===== src/common/l2_ctrl_pkg.sv =====
// Functional notes
// slow tap lengthens every DLL tap delay
// software keeps slow tap zero here
// differential clock mode stays zero here
// bypass bit reserved, written as zero
// two spare bits stored, kept zero
// instr_only: data hits served, misses bypass
// both restrictions set locks the cache
// instr_only may change at any time
// clock stop gates both sram clocks
// feedback loop keeps running while gated
// rollover stop raises processor checkstop
// last tap counts as potential rollover
// read-only DLL counter, 0 to 127
// software reads counter until stable
// read-only invalidate in progress flag
// zero ratio stops clock and DLL
// global invalidate clears all status entries
// in progress until every entry cleared
package l2_ctrl_pkg;

    ////////////////////////////////////////////////////////////////////////////////
    // register map, byte addresses
    localparam logic [7:0] ADDR_CTRL = 8'h00;
    localparam logic [7:0] ADDR_IRQ_STATUS = 8'h04;
    localparam logic [7:0] ADDR_IRQ_MASK = 8'h08;
    localparam logic [7:0] ADDR_DLL_STATUS = 8'h0c;

    // control word fields; documented bit n sits at hardware bit 31-n
    localparam int BIT_ENABLE = 31;
    localparam int RATIO_HI = 27;
    localparam int RATIO_LO = 25;
    localparam int BIT_DATA_ONLY = 22;
    localparam int BIT_INVALIDATE = 21;
    localparam int BIT_SLOW_TAP = 15;
    localparam int BIT_DIFF_CLOCK = 14;
    localparam int BIT_BYPASS = 13;
    localparam int BIT_INSTR_ONLY = 10;
    localparam int BIT_CLOCK_STOP = 9;
    localparam int BIT_ROLL_STOP = 8;
    localparam int CTR_HI = 7;
    localparam int CTR_LO = 1;
    localparam int BIT_IN_PROGRESS = 0;
    localparam logic [31:0] CTRL_WRITE_MASK = 32'hffff_ff00;
    localparam logic [31:0] CTRL_RESET = 32'h0000_0000;

    // clock ratio codes
    localparam logic [2:0] RATIO_OFF = 3'h0;
    localparam logic [2:0] RATIO_DIV1 = 3'h1;
    localparam logic [2:0] RATIO_DIV1P5 = 3'h2;
    localparam logic [2:0] RATIO_DIV2 = 3'h4;
    localparam logic [2:0] RATIO_DIV2P5 = 3'h5;
    localparam logic [2:0] RATIO_DIV3 = 3'h6;

    // interrupt status bits
    localparam int IRQ_W = 3;
    localparam int IRQ_INVAL_DONE = 0;
    localparam int IRQ_ROLLOVER = 1;
    localparam int IRQ_DLL_LOCK = 2;

    // timing
    localparam int CLK_MHZ = 250;
    localparam int DLL_SETTLE_NS = 1000;
    localparam int SETTLE_CYCLES = (DLL_SETTLE_NS * CLK_MHZ + 999) / 1000;
    localparam int DLL_ADJUST_NS = 40;
    localparam int ADJUST_CYCLES = (DLL_ADJUST_NS * CLK_MHZ) / 1000;

    typedef enum logic [0:0] {INV_IDLE, INV_SWEEP} inval_state_t;

    typedef struct packed {
        logic valid;
        logic instr;
        logic write;
        logic hit;
    } acc_req_t;

    typedef struct packed {
        logic valid;
        logic use_l2;
        logic allocate;
        logic bypass;
    } acc_rsp_t;

    // sram clock period in ref cycles per ratio code, zero means stopped
    function automatic logic [2:0] ratio_period(input logic [2:0] code);
        case (code)
            RATIO_DIV1: ratio_period = 3'h2;
            RATIO_DIV1P5: ratio_period = 3'h3;
            RATIO_DIV2: ratio_period = 3'h4;
            RATIO_DIV2P5: ratio_period = 3'h5;
            RATIO_DIV3: ratio_period = 3'h6;
            default: ratio_period = 3'h0;
        endcase
    endfunction

endpackage


===== src/l2_cache_dll_ctrl.sv =====
`timescale 1ns/100ps
module l2_cache_dll_ctrl import l2_ctrl_pkg::*; #(
    parameter int NUM_ENTRIES = 8192,
    parameter int CTR_W = 7
) (
    // clock and reset
    input wire logic i_ref_clk,
    input wire logic i_nrst,
    // apb slave
    input wire logic i_psel,
    input wire logic i_penable,
    input wire logic i_pwrite,
    input wire logic [7:0] i_paddr,
    input wire logic [31:0] i_pwdata,
    output logic [31:0] o_prdata,
    output logic o_pready,
    output logic o_pslverr,
    // cache access policy
    input wire acc_req_t i_acc,
    output acc_rsp_t o_rsp,
    // power mode pins
    input wire logic i_nap,
    input wire logic i_sleep,
    input wire logic i_snoop_wake,
    // dll phase detector
    input wire logic i_phase_early,
    input wire logic i_phase_late,
    output logic [CTR_W-1:0] o_dll_tap,
    output logic o_dll_slow_tap,
    output logic o_diff_clock_mode,
    // sram clocks
    output logic [1:0] o_sram_clock_out,
    output logic o_dll_feedback_out,
    // status array clearing
    output logic o_tag_clear_valid,
    output logic [$clog2(NUM_ENTRIES)-1:0] o_tag_clear_index,
    // checkstop and interrupt
    output logic o_checkstop,
    output logic o_irq
);

    localparam int IDX_W = $clog2(NUM_ENTRIES);
    localparam logic [IDX_W-1:0] LAST_IDX = IDX_W'(NUM_ENTRIES - 1);
    localparam logic [CTR_W-1:0] LAST_TAP = {CTR_W{1'b1}};
    localparam logic [8:0] SETTLE_MAX = 9'(SETTLE_CYCLES);
    localparam logic [3:0] ADJUST_MAX = 4'(ADJUST_CYCLES - 1);
    localparam int SYNC_W = 5;

    typedef struct packed {
        logic [SYNC_W-1:0] sync1;
        logic [SYNC_W-1:0] sync2;
        logic [31:0] ctrl;
        logic [IRQ_W-1:0] irq_status;
        logic [IRQ_W-1:0] irq_mask;
        logic [31:0] prdata;
        logic slverr;
        logic [CTR_W-1:0] ctr;
        logic [3:0] adj_cnt;
        logic [8:0] settle_cnt;
        logic locked;
        inval_state_t inval;
        logic [IDX_W-1:0] inval_idx;
        logic [2:0] div_cnt;
        logic [1:0] sram_clk;
        logic fb_out;
        logic checkstop;
        acc_rsp_t rsp;
    } state_t;

    logic [1:0] rst_sync;
    logic rst_n;
    state_t st;
    state_t next_st;

    ////////////////////////////////////////////////////////////////////////////////
    // reset release through two flops
    always_ff @(posedge i_ref_clk or negedge i_nrst) begin
        if (!i_nrst) begin
            rst_sync <= 2'h0;
        end else begin
            rst_sync <= {rst_sync[0], 1'b1};
        end
    end
    assign rst_n = rst_sync[1];

    ////////////////////////////////////////////////////////////////////////////////
    // decoded views of the control word
    logic [2:0] ratio;
    logic [2:0] period;
    logic dll_on;
    logic setup;
    logic wr_access;
    logic [IRQ_W-1:0] events;
    logic low_power;
    logic early;
    logic late;
    logic adjust_tick;
    logic mapped;
    logic restricted;
    logic cache_on;

    assign ratio = st.ctrl[RATIO_HI:RATIO_LO];
    assign period = ratio_period(ratio);
    assign dll_on = (period != 3'h0);
    assign setup = i_psel && !i_penable;
    assign wr_access = i_psel && i_penable && i_pwrite;
    assign mapped = (i_paddr == ADDR_CTRL) || (i_paddr == ADDR_IRQ_STATUS) ||
                    (i_paddr == ADDR_IRQ_MASK) || (i_paddr == ADDR_DLL_STATUS);
    // synchronised pins: nap, sleep, snoop, early, late
    assign low_power = (st.sync2[0] || st.sync2[1]) && !st.sync2[2];
    assign early = st.sync2[3];
    assign late = st.sync2[4];
    assign adjust_tick = (st.adj_cnt == ADJUST_MAX);
    assign cache_on = st.ctrl[BIT_ENABLE];
    // instruction side obeys data_only, data side obeys instr_only
    assign restricted = i_acc.instr ? st.ctrl[BIT_DATA_ONLY] : st.ctrl[BIT_INSTR_ONLY];

    ////////////////////////////////////////////////////////////////////////////////
    // next state
    always_comb begin
        next_st = st;
        events = '0;
        next_st.sync1 = {i_phase_late, i_phase_early, i_snoop_wake, i_sleep, i_nap};
        next_st.sync2 = st.sync1;

        // apb read data captured in the setup cycle, so the counter
        // sample is the value at the moment of the read
        if (setup) begin
            next_st.slverr = !mapped;
            case (i_paddr)
                ADDR_CTRL: begin
                    next_st.prdata = st.ctrl;
                    next_st.prdata[CTR_HI:CTR_LO] = st.ctr;
                    next_st.prdata[BIT_IN_PROGRESS] = (st.inval == INV_SWEEP);
                end
                ADDR_IRQ_STATUS: next_st.prdata = 32'(st.irq_status);
                ADDR_IRQ_MASK: next_st.prdata = 32'(st.irq_mask);
                ADDR_DLL_STATUS: next_st.prdata = {31'h0, st.locked};
                default: next_st.prdata = 32'h0;
            endcase
        end

        // control writes; stored bits include the reserved ones
        if (wr_access && i_paddr == ADDR_CTRL) begin
            next_st.ctrl = (i_pwdata & CTRL_WRITE_MASK) | (st.ctrl & ~CTRL_WRITE_MASK);
        end
        if (wr_access && i_paddr == ADDR_IRQ_MASK) begin
            next_st.irq_mask = i_pwdata[IRQ_W-1:0];
        end

        // global invalidate sweep over every status entry
        case (st.inval)
            INV_IDLE: begin
                if (wr_access && i_paddr == ADDR_CTRL && i_pwdata[BIT_INVALIDATE]) begin
                    next_st.inval = INV_SWEEP;
                    next_st.inval_idx = '0;
                end
            end
            INV_SWEEP: begin
                if (st.inval_idx == LAST_IDX) begin
                    next_st.inval = INV_IDLE;
                    events[IRQ_INVAL_DONE] = 1'b1;
                end else begin
                    next_st.inval_idx = st.inval_idx + 1'b1;
                end
            end
            default: next_st.inval = INV_IDLE;
        endcase

        // dll: counter walks toward phase lock, held at zero when disabled
        if (!dll_on) begin
            next_st.ctr = '0;
            next_st.adj_cnt = 4'h0;
            next_st.settle_cnt = 9'h0;
            next_st.locked = 1'b0;
        end else begin
            next_st.adj_cnt = adjust_tick ? 4'h0 : st.adj_cnt + 1'b1;
            if (st.settle_cnt != SETTLE_MAX) begin
                next_st.settle_cnt = st.settle_cnt + 1'b1;
            end else if (!st.locked) begin
                next_st.locked = 1'b1;
                events[IRQ_DLL_LOCK] = 1'b1;
            end
            if (adjust_tick && late && !early) begin
                next_st.ctr = st.ctr + 1'b1; // wraps past the last tap
                if (st.ctr == LAST_TAP) begin
                    events[IRQ_ROLLOVER] = 1'b1;
                end
            end else if (adjust_tick && early && !late && st.ctr != '0) begin
                next_st.ctr = st.ctr - 1'b1;
            end
        end
        // a new ratio restarts settling; placed after the loop so it wins
        if (wr_access && i_paddr == ADDR_CTRL && i_pwdata[RATIO_HI:RATIO_LO] != ratio) begin
            next_st.settle_cnt = 9'h0;
            next_st.locked = 1'b0;
        end
        // sitting on the last tap already counts as rollover
        if (dll_on && st.ctr == LAST_TAP) begin
            events[IRQ_ROLLOVER] = 1'b1;
        end
        // checkstop stays until reset: the core is halted anyway
        if (st.ctrl[BIT_ROLL_STOP] && events[IRQ_ROLLOVER]) begin
            next_st.checkstop = 1'b1;
        end

        // sram clock divider; feedback path stops only when the dll is off, never for clock stop
        if (!dll_on || st.div_cnt >= period - 3'h1) begin
            next_st.div_cnt = 3'h0;
        end else begin
            next_st.div_cnt = st.div_cnt + 1'b1;
        end
        next_st.fb_out = dll_on && ({st.div_cnt, 1'b0} < {1'b0, period});
        if (st.ctrl[BIT_CLOCK_STOP] && low_power) begin
            next_st.sram_clk = 2'h0;
        end else begin
            next_st.sram_clk = {2{next_st.fb_out}};
        end

        // access policy, one cycle after the request
        next_st.rsp.valid = i_acc.valid;
        next_st.rsp.use_l2 = i_acc.valid && cache_on && i_acc.hit;
        next_st.rsp.allocate = i_acc.valid && cache_on && !i_acc.hit && !restricted;
        next_st.rsp.bypass = i_acc.valid && !(cache_on && (i_acc.hit || !restricted));

        // sticky status: a new event beats a write-one clear
        if (wr_access && i_paddr == ADDR_IRQ_STATUS) begin
            next_st.irq_status = st.irq_status & ~i_pwdata[IRQ_W-1:0];
        end
        next_st.irq_status = next_st.irq_status | events;
    end

    ////////////////////////////////////////////////////////////////////////////////
    // state register
    always_ff @(posedge i_ref_clk or negedge rst_n) begin
        if (!rst_n) begin
            st <= '0;
            st.ctrl <= CTRL_RESET;
            st.inval <= INV_IDLE;
        end else begin
            st <= next_st;
        end
    end

    ////////////////////////////////////////////////////////////////////////////////
    // outputs
    assign o_prdata = st.prdata;
    assign o_pready = i_psel && i_penable; // zero wait states
    assign o_pslverr = i_psel && i_penable && st.slverr;
    assign o_rsp = st.rsp;
    assign o_dll_tap = st.ctr;
    assign o_dll_slow_tap = st.ctrl[BIT_SLOW_TAP];
    assign o_diff_clock_mode = st.ctrl[BIT_DIFF_CLOCK];
    assign o_sram_clock_out = st.sram_clk;
    assign o_dll_feedback_out = st.fb_out;
    assign o_tag_clear_valid = (st.inval == INV_SWEEP);
    assign o_tag_clear_index = st.inval_idx;
    assign o_checkstop = st.checkstop;
    assign o_irq = |(st.irq_status & st.irq_mask);
endmodule


===== config.mk =====
export PLATFORM = sky130hd
export DESIGN_NAME = l2_cache_dll_ctrl
export DESIGN_NICKNAME = d
export VERILOG_FILES = /design/src/common/l2_ctrl_pkg.sv /design/src/l2_cache_dll_ctrl.sv
export SDC_FILE = /design/constraint.sdc
export NUM_CORES = 1
export LEC_CHECK = 0
export BUFFER_PORTS_ARGS = -buffer_cell sky130_fd_sc_hd__buf_4
export CAP_MARGIN = 30
export CORE_MARGIN = 5
export CORE_UTILIZATION = 55
export CTS_CLUSTER_DIAMETER = 60
export DETAILED_ROUTE_END_ITERATION = 16
export GPL_ROUTABILITY_DRIVEN = 0
export PLACE_DENSITY = 0.91
export SYNTH_ARGS = -nofsm -noshare
export SYNTH_HDL_FRONTEND = slang
export SYNTH_SLANG_ARGS = --single-unit

===== constraint.sdc =====
create_clock -name i_ref_clk -period 4.85 [get_ports i_ref_clk]
set_input_delay 0.485 -clock i_ref_clk [delete_from_list [all_inputs] [get_ports i_ref_clk]]
set_output_delay 0.485 -clock i_ref_clk [all_outputs]
set_load 0.05 [all_outputs]

==> metrics.cfg, run 1 <==
[run_status]
status = finished, final reports clean

[clocking]
cts_sinks = 120
cts.clk_slew.worst_paths_ns = 0.06
cts_tree = built
clkLatencyLatePin_ns = 0.51
cts-root-buf = clkbuf_8
htreeDepth = 4
clock_path_buffers = 2
cts_resized = 0
cts_buffers = 17

[critical_path]
crit_family = simple AND/OR/NAND/NOR gates
timing.rr.start = st[36]
crit_fanout = 8
path_depth = 10
crit_required_ns = 5.27
crit_arrival_ns = 3.22
path_class = flip-flop to flip-flop
start_kind = flip-flop
cp-endpoint = o_dll_tap[6]
slowest_stage = ha_1
rrSetupSlack_ns = 2.06
critPathLaunch = st[36]
critPathBufInv = 1
r2r_cells = 10
max_stage_delay_ns = 0.45
cp-end-kind = flip-flop
regToRegEndpoint = o_dll_tap[6]
path_cells = inv_1 -> ha_1 -> and3b_1 -> nand3b_1 -> ha_1 -> nor2b_1 -> o31a_1 -> o22ai_1 -> mux2i_1 -> mux2i_1

[placement]
io_buffers = 113
dp_hpwl_mm = 8.60
dp.cells = 677
place_area_sq_um = 6270

[die]
start_util_pct = 55.9
core_area_sq_um = 10200
die_w_um = 112
io_pins = 120
die_y_um = 112
dieArea_sq_um = 12500
std_cell_rows = 37

[global_routing]
antenna_found_initial = 0
overflow = 0
grtUsageTotal_pct = 20.1
grt_max_degree = 74
grt_first_pass_wirelength_mm = 20.4
grt_pass1_vias = 4034

[synthesis]
synth.most_common_cell = dfrtp_1
yosys-top-cells-count = dfrtp_1 (120), buf_4 (60), nor2_1 (39), a22o_1 (35), mux2_2 (27)
ys.flop_type = dfrtp_1
avgSynthCellArea_sq_um = 11.5
yosysTopAreaCellShare_pct = 52.5
synth_edf_count = 0
ys_seq_area_share_pct = 52.5
synth_area_leaders = dfrtp_1 (52%), buf_4 (7.9%), a22o_1 (5.4%)
synth_top_area_cell = dfrtp_1
ys_types = 50
syn_inst = 499
yosys_warnings = 0
synth_area_sq_um = 5720
synth_seq_cells = 120
synth_fp_nets = 572
async_reset_ff_share_pct = 100

[layout]
syn2layout_area_growth_pct = 20.0
drive_gt1_share_pct = 32.2
final.fill_count = 756
design_area_sq_um = 6860
antenna_cells = 0
final_net_count = 634
fin_cells = 710

[timing]
slew_headroom_pct = 51.8
finalCritPeriodShare_pct = 57.6
slew_violations = 0
rsz0062_at_grt = false
whs_ns = 0.0787
fin_skew_ns = 0.00748
fmax_mhz = 358
hold_viol = 0
worst_pin_slew_ns = 0.722
setup_viol = 0
period_needed_ns = 2.79
fin_tns_setup_ns = 0

[run]
cap_viol_max_count = 0

[pwr]
power-per-cell-area_nw_per_um2 = 475
total_power_w = 0.00326
p_leak_nw = 3.40
ir_worst_vdd_mv = 0.307

[detailed_routing]
dr.pass1.iters = 4
route.detailed.drc = 0
vias_per_cell = 5.53
vias = 3926
dr.first_iter.drc_count = 260
drtAntennaViolNets = 0
wl_mm = 12.1
wl_per_cell_um = 17.1

[worst_hold_path]
hp-class = input port to flip-flop

repair_timing:
item	CTS	global route
hold buffers	1	0
hold endpoints to repair	2	0
setup buffers	0	0
worst reg2reg max path, delay by kind of cell (launching register included):
kind            cells  cell delay, ns
simple gates        3            0.70
fa+ha+maj           2            0.63
mux                 2            0.48
compound gates      2            0.46
flops               1            0.40
buf+inv             1            0.06
per-stage QoR:
| step | utilization, % | setup WS (ns) |
|---|---|---|
| floorplan | - | 1.26 |
| global placement | 61.0 | 2.30 |
| detailed placement | 61.3 | 2.08 |
| CTS | 67.1 | 2.05 |
| global route | 67.1 | 1.86 |
| finish | 67.1 | 2.06 |
layout make-up:
type	count	area (sq um)	area share (%)
flip-flops and latches	120	3010	43.8
inverters	14	52.6	0.766
clock buffers	17	414	6.03
repair buffers	119	916	13.3
well taps	136	170	2.48
clock inverters	15	166	2.42
multi-input cells	289	2140	31.2
cell families after synthesis:
family,after synthesis,synth area share [%]
and+or+nand+nor,133,12.0
DFF,120,52.5
buffers and inverters,90,10.2
AOI/OAI and AO/OA,76,10.2
muxes,38,7.33
xor gates and xnor gates,22,3.37
adders and majority gates,19,4.29
other,1,0.0656
worst min path at each step:
stage / start / endpoint / slack [ns] / cells after the start
3_3_place_gp: i_nrst / rst_sync[0] / 0.27 / 1
6_report: i_phase_late / next_st[121] / 0.08 / 1
4_1_cts: i_sleep / next_st[118] / 0.06 / 1
5_1_grt: i_phase_late / next_st[121] / 0.06 / 1
2_1_floorplan: i_nrst / rst_sync[0] / 0.19 / 0
3_5_place_dp: rst_sync[1] / o_prdata[14] / 0.16 / 0
layout by cell type (no fill, tap or decap), types with 2 or more instances in the layout:
cell type   netlist  routed
a211oi_1          3       3
a21o_1            4       4
a21oi_1          12      12
a22o_1           35      35
and2_1            3       3
and3_1            7       7
and4_1            3       3
and4b_1           3       3
buf_4            60     117
bufinv_16         0       2
clkbuf_16         0      16
clkinv_2          0       2
clkinv_4          0       3
clkinvlp_4        0       2
dfrtp_1         120     119
ha_1             18      18
inv_1            14      14
inv_6             0       5
mux2_2           27      27
mux2i_1          10      10
nand2_1          24      24
nand2b_1          3       3
nand3_1          12      12
nand4_1           5       5
nor2_1           39      39
nor2b_1           5       5
nor3_1           12      12
nor3b_1           4       4
nor4_1            3       2
nor4_2            2       3
o21ai_0          11      11
o22ai_1           2       2
or3_1             2       2
xnor2_1          16      16
xor2_1            6       6
power breakdown:
group	total (W)	switching [W]	internal, W
clock	0.00122	0.000481	0.000742
combinational	0.000796	0.000471	0.000325
sequential	0.00124	0.000133	0.00111
routing by layer:
metal / vias to the layer above / share of wire (%) / GRT usage, %
met5: - / 0 / 0
met4: 0 / 1.4 / 6.25
met2: 132 / 50 / 32.9
met3: 19 / 6.7 / 5.82
li1: 1823 / - / -
met1: 1952 / 42 / 26.0
flip-flops by register name (all words and copies together) (netlist names):
register            cells
o_prdata               32
cache_on                1
rst_sync                2
o_dll_tap               7
o_tag_clear_valid       1
st                     45
o_diff_clock_mode       1
early                   1
late                    1
o_checkstop             1
ratio                   3
o_sram_clock_out        1
o_rsp                   4
o_dll_feedback_out      1
o_tag_clear_index      13
o_dll_slow_tap          1
next_st                 5
Power figures use the tool's default switching activity.
==> run 2: changes to the inputs <==
--- a/config.mk
+++ b/config.mk
@@ -5,14 +5,15 @@
 export SDC_FILE = /design/constraint.sdc
 export NUM_CORES = 1
 export LEC_CHECK = 0
+export ABC_AREA = 1
 export BUFFER_PORTS_ARGS = -buffer_cell sky130_fd_sc_hd__buf_4
 export CAP_MARGIN = 30
 export CORE_MARGIN = 5
-export CORE_UTILIZATION = 55
+export CORE_UTILIZATION = 50
 export CTS_CLUSTER_DIAMETER = 60
 export DETAILED_ROUTE_END_ITERATION = 16
 export GPL_ROUTABILITY_DRIVEN = 0
-export PLACE_DENSITY = 0.91
+export PLACE_DENSITY = 0.87
 export SYNTH_ARGS = -nofsm -noshare
 export SYNTH_HDL_FRONTEND = slang
 export SYNTH_SLANG_ARGS = --single-unit
==> constraint.sdc (replaced) <==
create_clock -name i_ref_clk -period 2.28 [get_ports i_ref_clk]
set_input_delay 0.228 -clock i_ref_clk [delete_from_list [all_inputs] [get_ports i_ref_clk]]
set_output_delay 0.228 -clock i_ref_clk [all_outputs]
set_load 0.05 [all_outputs]
==> run 2 against run 1 <==
Clock power rose by 120%. Setup slack got worse by 1.9 ns. Cell area rose by 8.8%. Hold slack got worse by 0.025 ns.
==> metrics.cfg, run 2 <==
[clocking]
cts_buffers = 17
clkLatencyLatePin_ns = 0.40
htreeDepth = 4
cts.clk_slew.worst_paths_ns = 0.05
clock_path_buffers = 2
cts_sinks = 120
cts-root-buf = clkbuf_16
cts_tree = built

[critical_path]
regToRegEndpoint = st[9]
r2r_cells = 10
crit_arrival_ns = 2.41
critPathLaunch = ratio[0]
crit_required_ns = 2.61
cp-endpoint = st[9]
slowest_stage = dfrtp_1
cp-end-kind = flip-flop
rrSetupSlack_ns = 0.20
crit_fanout = 4
path_class = flip-flop to flip-flop
cpMostUsedCell = nand2_1
timing.rr.start = ratio[0]
path_cells = inv_1 -> nand2_1 -> nand2_1 -> nand2_1 -> ha_1 -> xor2_1 -> ha_1 -> a21oi_1 -> o2111ai_1 -> nor2_1
start_kind = flip-flop
max_stage_delay_ns = 0.42

[timing]
slew_violations = 0
period_needed_ns = 2.08
slew_headroom_pct = 57.0
hold_viol = 0
rsz0062_at_grt = false
fin_skew_ns = 0.00533
fin_tns_setup_ns = 0
worst_pin_slew_ns = 0.646
setup_viol = 0
finalCritPeriodShare_pct = 91.2
fmax_mhz = 481

[pwr]
ir_worst_vdd_mv = 0.556
power-per-cell-area_nw_per_um2 = 689
total_power_w = 0.00514
p_leak_nw = 3.93

[synthesis]
synth_top_family_by_area = simple AND/OR/NAND/NOR gates
synth_area_sq_um = 6160
ys_types = 37
async_reset_ff_share_pct = 100
synth_top_area_cell = dfrtp_1
avgSynthCellArea_sq_um = 8.66
synth_fp_nets = 785
yosysTopAreaCellShare_pct = 48.7
synth.most_common_cell = nand2_1
ys_seq_area_share_pct = 48.7
synth-simple-area-share_pct = 23.1
yosys-top-cells-count = nand2_1 (161), dfrtp_1 (120), inv_1 (80), nor2_1 (69), buf_4 (58)
synth_mux_area_share_pct = 0
syn_inst = 712
synth_area_leaders = dfrtp_1 (49%), nand2_1 (9.8%), buf_4 (7.1%)
synth_xor_area_share_pct = 2.56
synth_compound_area_share_pct = 8.14
ys.flop_type = dfrtp_1
synthAdderAreaFrac_pct = 3.98
synth_seq_cells = 120
yosys_warnings = 0
synth_edf_count = 0

[detailed_routing]
wl_mm = 12.9
dr.pass1.iters = 4
route.detailed.drc = 0
vias_per_cell = 4.90
drtAntennaViolNets = 0
wl_per_cell_um = 13.3
vias = 4736
dr.first_iter.drc_count = 401

[layout]
final_net_count = 859
top_register = st
utilization_pct = 61.9
drive_gt1_share_pct = 25.0
final_common_cell = nand2_1
final.fill_count = 996
largest_reg_flops = 45
syn2layout_area_growth_pct = 21.1
antenna_cells = 0
mostFrequentLayoutCells = nand2_1 (160), dfrtp_1 (119), buf_4 (118)

[global_routing]
grt_pass1_vias = 4723
overflow = 0
antenna_found_initial = 0
grt_max_degree = 50
grt_first_pass_wirelength_mm = 22.0
grtUsageTotal_pct = 18.6

[die]
io_pins = 120
core_area_sq_um = 12100
die_w_um = 121
start_util_pct = 51.1
std_cell_rows = 40
dieArea_sq_um = 14600
die_y_um = 121

[worst_hold_path]
hp-class = input port to flip-flop
hold_path_depth = 3

[placement]
io_buffers = 113
dp_hpwl_mm = 9.24

[run_status]
status = finished, final reports clean

[run]
cap_viol_max_count = 0

[run 2: changes by cell type in the layout (fill, tap and decap cells not counted), moves of 27 or more]
cell	before	now
nand3_1	12	55
mux2_2	27	0
nand2_1	24	160
nor2_1	39	68
a22o_1	35	0
inv_1	14	80
[run 2: worst max-delay path: cells and delay by family, from the launching register on]
family	cells	cell delay [ns]
DFF	1	0.42
AOI/OAI and AO/OA	2	0.34
buffers and inverters	1	0.14
and+or+nand+nor	4	0.40
xor gates and xnor gates	1	0.17
adders and majority gates	2	0.54
[run 2: area by class of cell]
type                       count  area (sq um)  share of cell area [%]
sequential                   120          3010                    40.3
multi-input combinational    439          2350                    31.5
timing repair buffer         127           986                    13.2
clock buffer                  17           425                    5.70
inverter                      81           304                    4.07
tap                          168           210                    2.82
clock inverter                15           179                    2.40
[run 2: timing repair]
item	CTS	global route
setup buffers	0	1
endpoints found under the setup margin	0	4
hold buffers	8	0
endpoints found under the hold margin	9	0
resized for setup	0	4
[run 2: routing by layer]
layer | GRT usage, % | vias to the layer above | part of all wire (%)
li1 | - | 2358 | -
met1 | 23.8 | 2249 | 44
met2 | 30.1 | 113 | 48
met3 | 4.94 | 16 | 6.0
met4 | 6.87 | 0 | 1.4
met5 | 0 | - | 0
[run 2: stage by stage]
step / worst slack (ns) / hold WS (ns) / cells / instance area [sq um]
finish: 0.200 / 0.0539 / 967 / 7470
global route: 0.00407 / 0.0487 / 967 / 7470
CTS: 0.121 / 0.0368 / 966 / 7440
detailed placement: 0.139 / 0.0137 / 926 / 6750
global placement: 0.174 / 0.0112 / 926 / 6750
floorplan: 0.277 / -0.0676 / 712 / 6160
[run 2: worst min path at each step]
| stage | startpoint | endpoint |
|---|---|---|
| floorplan | i_nrst | rst_sync[0] |
| global placement | i_nrst | rst_sync[0] |
| detailed placement | i_nrst | rst_sync[0] |
| CTS | i_pwdata[0] | st[79] |
| global route | i_pwdata[15] | o_dll_slow_tap |
| finish | i_pwdata[0] | st[79] |
[run 2: power breakdown]
part           total, W  switching [W]  internal (W)
Clock           0.00267       0.000950       0.00172
Sequential      0.00219      0.0000303       0.00216
Combinational  0.000282       0.000165      0.000117
Total           0.00514        0.00115       0.00400
[run 2: kinds of logic (layout without fill, tap and decap cells)]
family / Yosys count / after routing
AOI/OAI and AO/OA: 78 / 78
xor gates and xnor gates: 18 / 18
adders and majority gates: 19 / 19
buffers and inverters: 153 / 240
DFF: 120 / 120
other: 1 / 1
and+or+nand+nor: 323 / 323
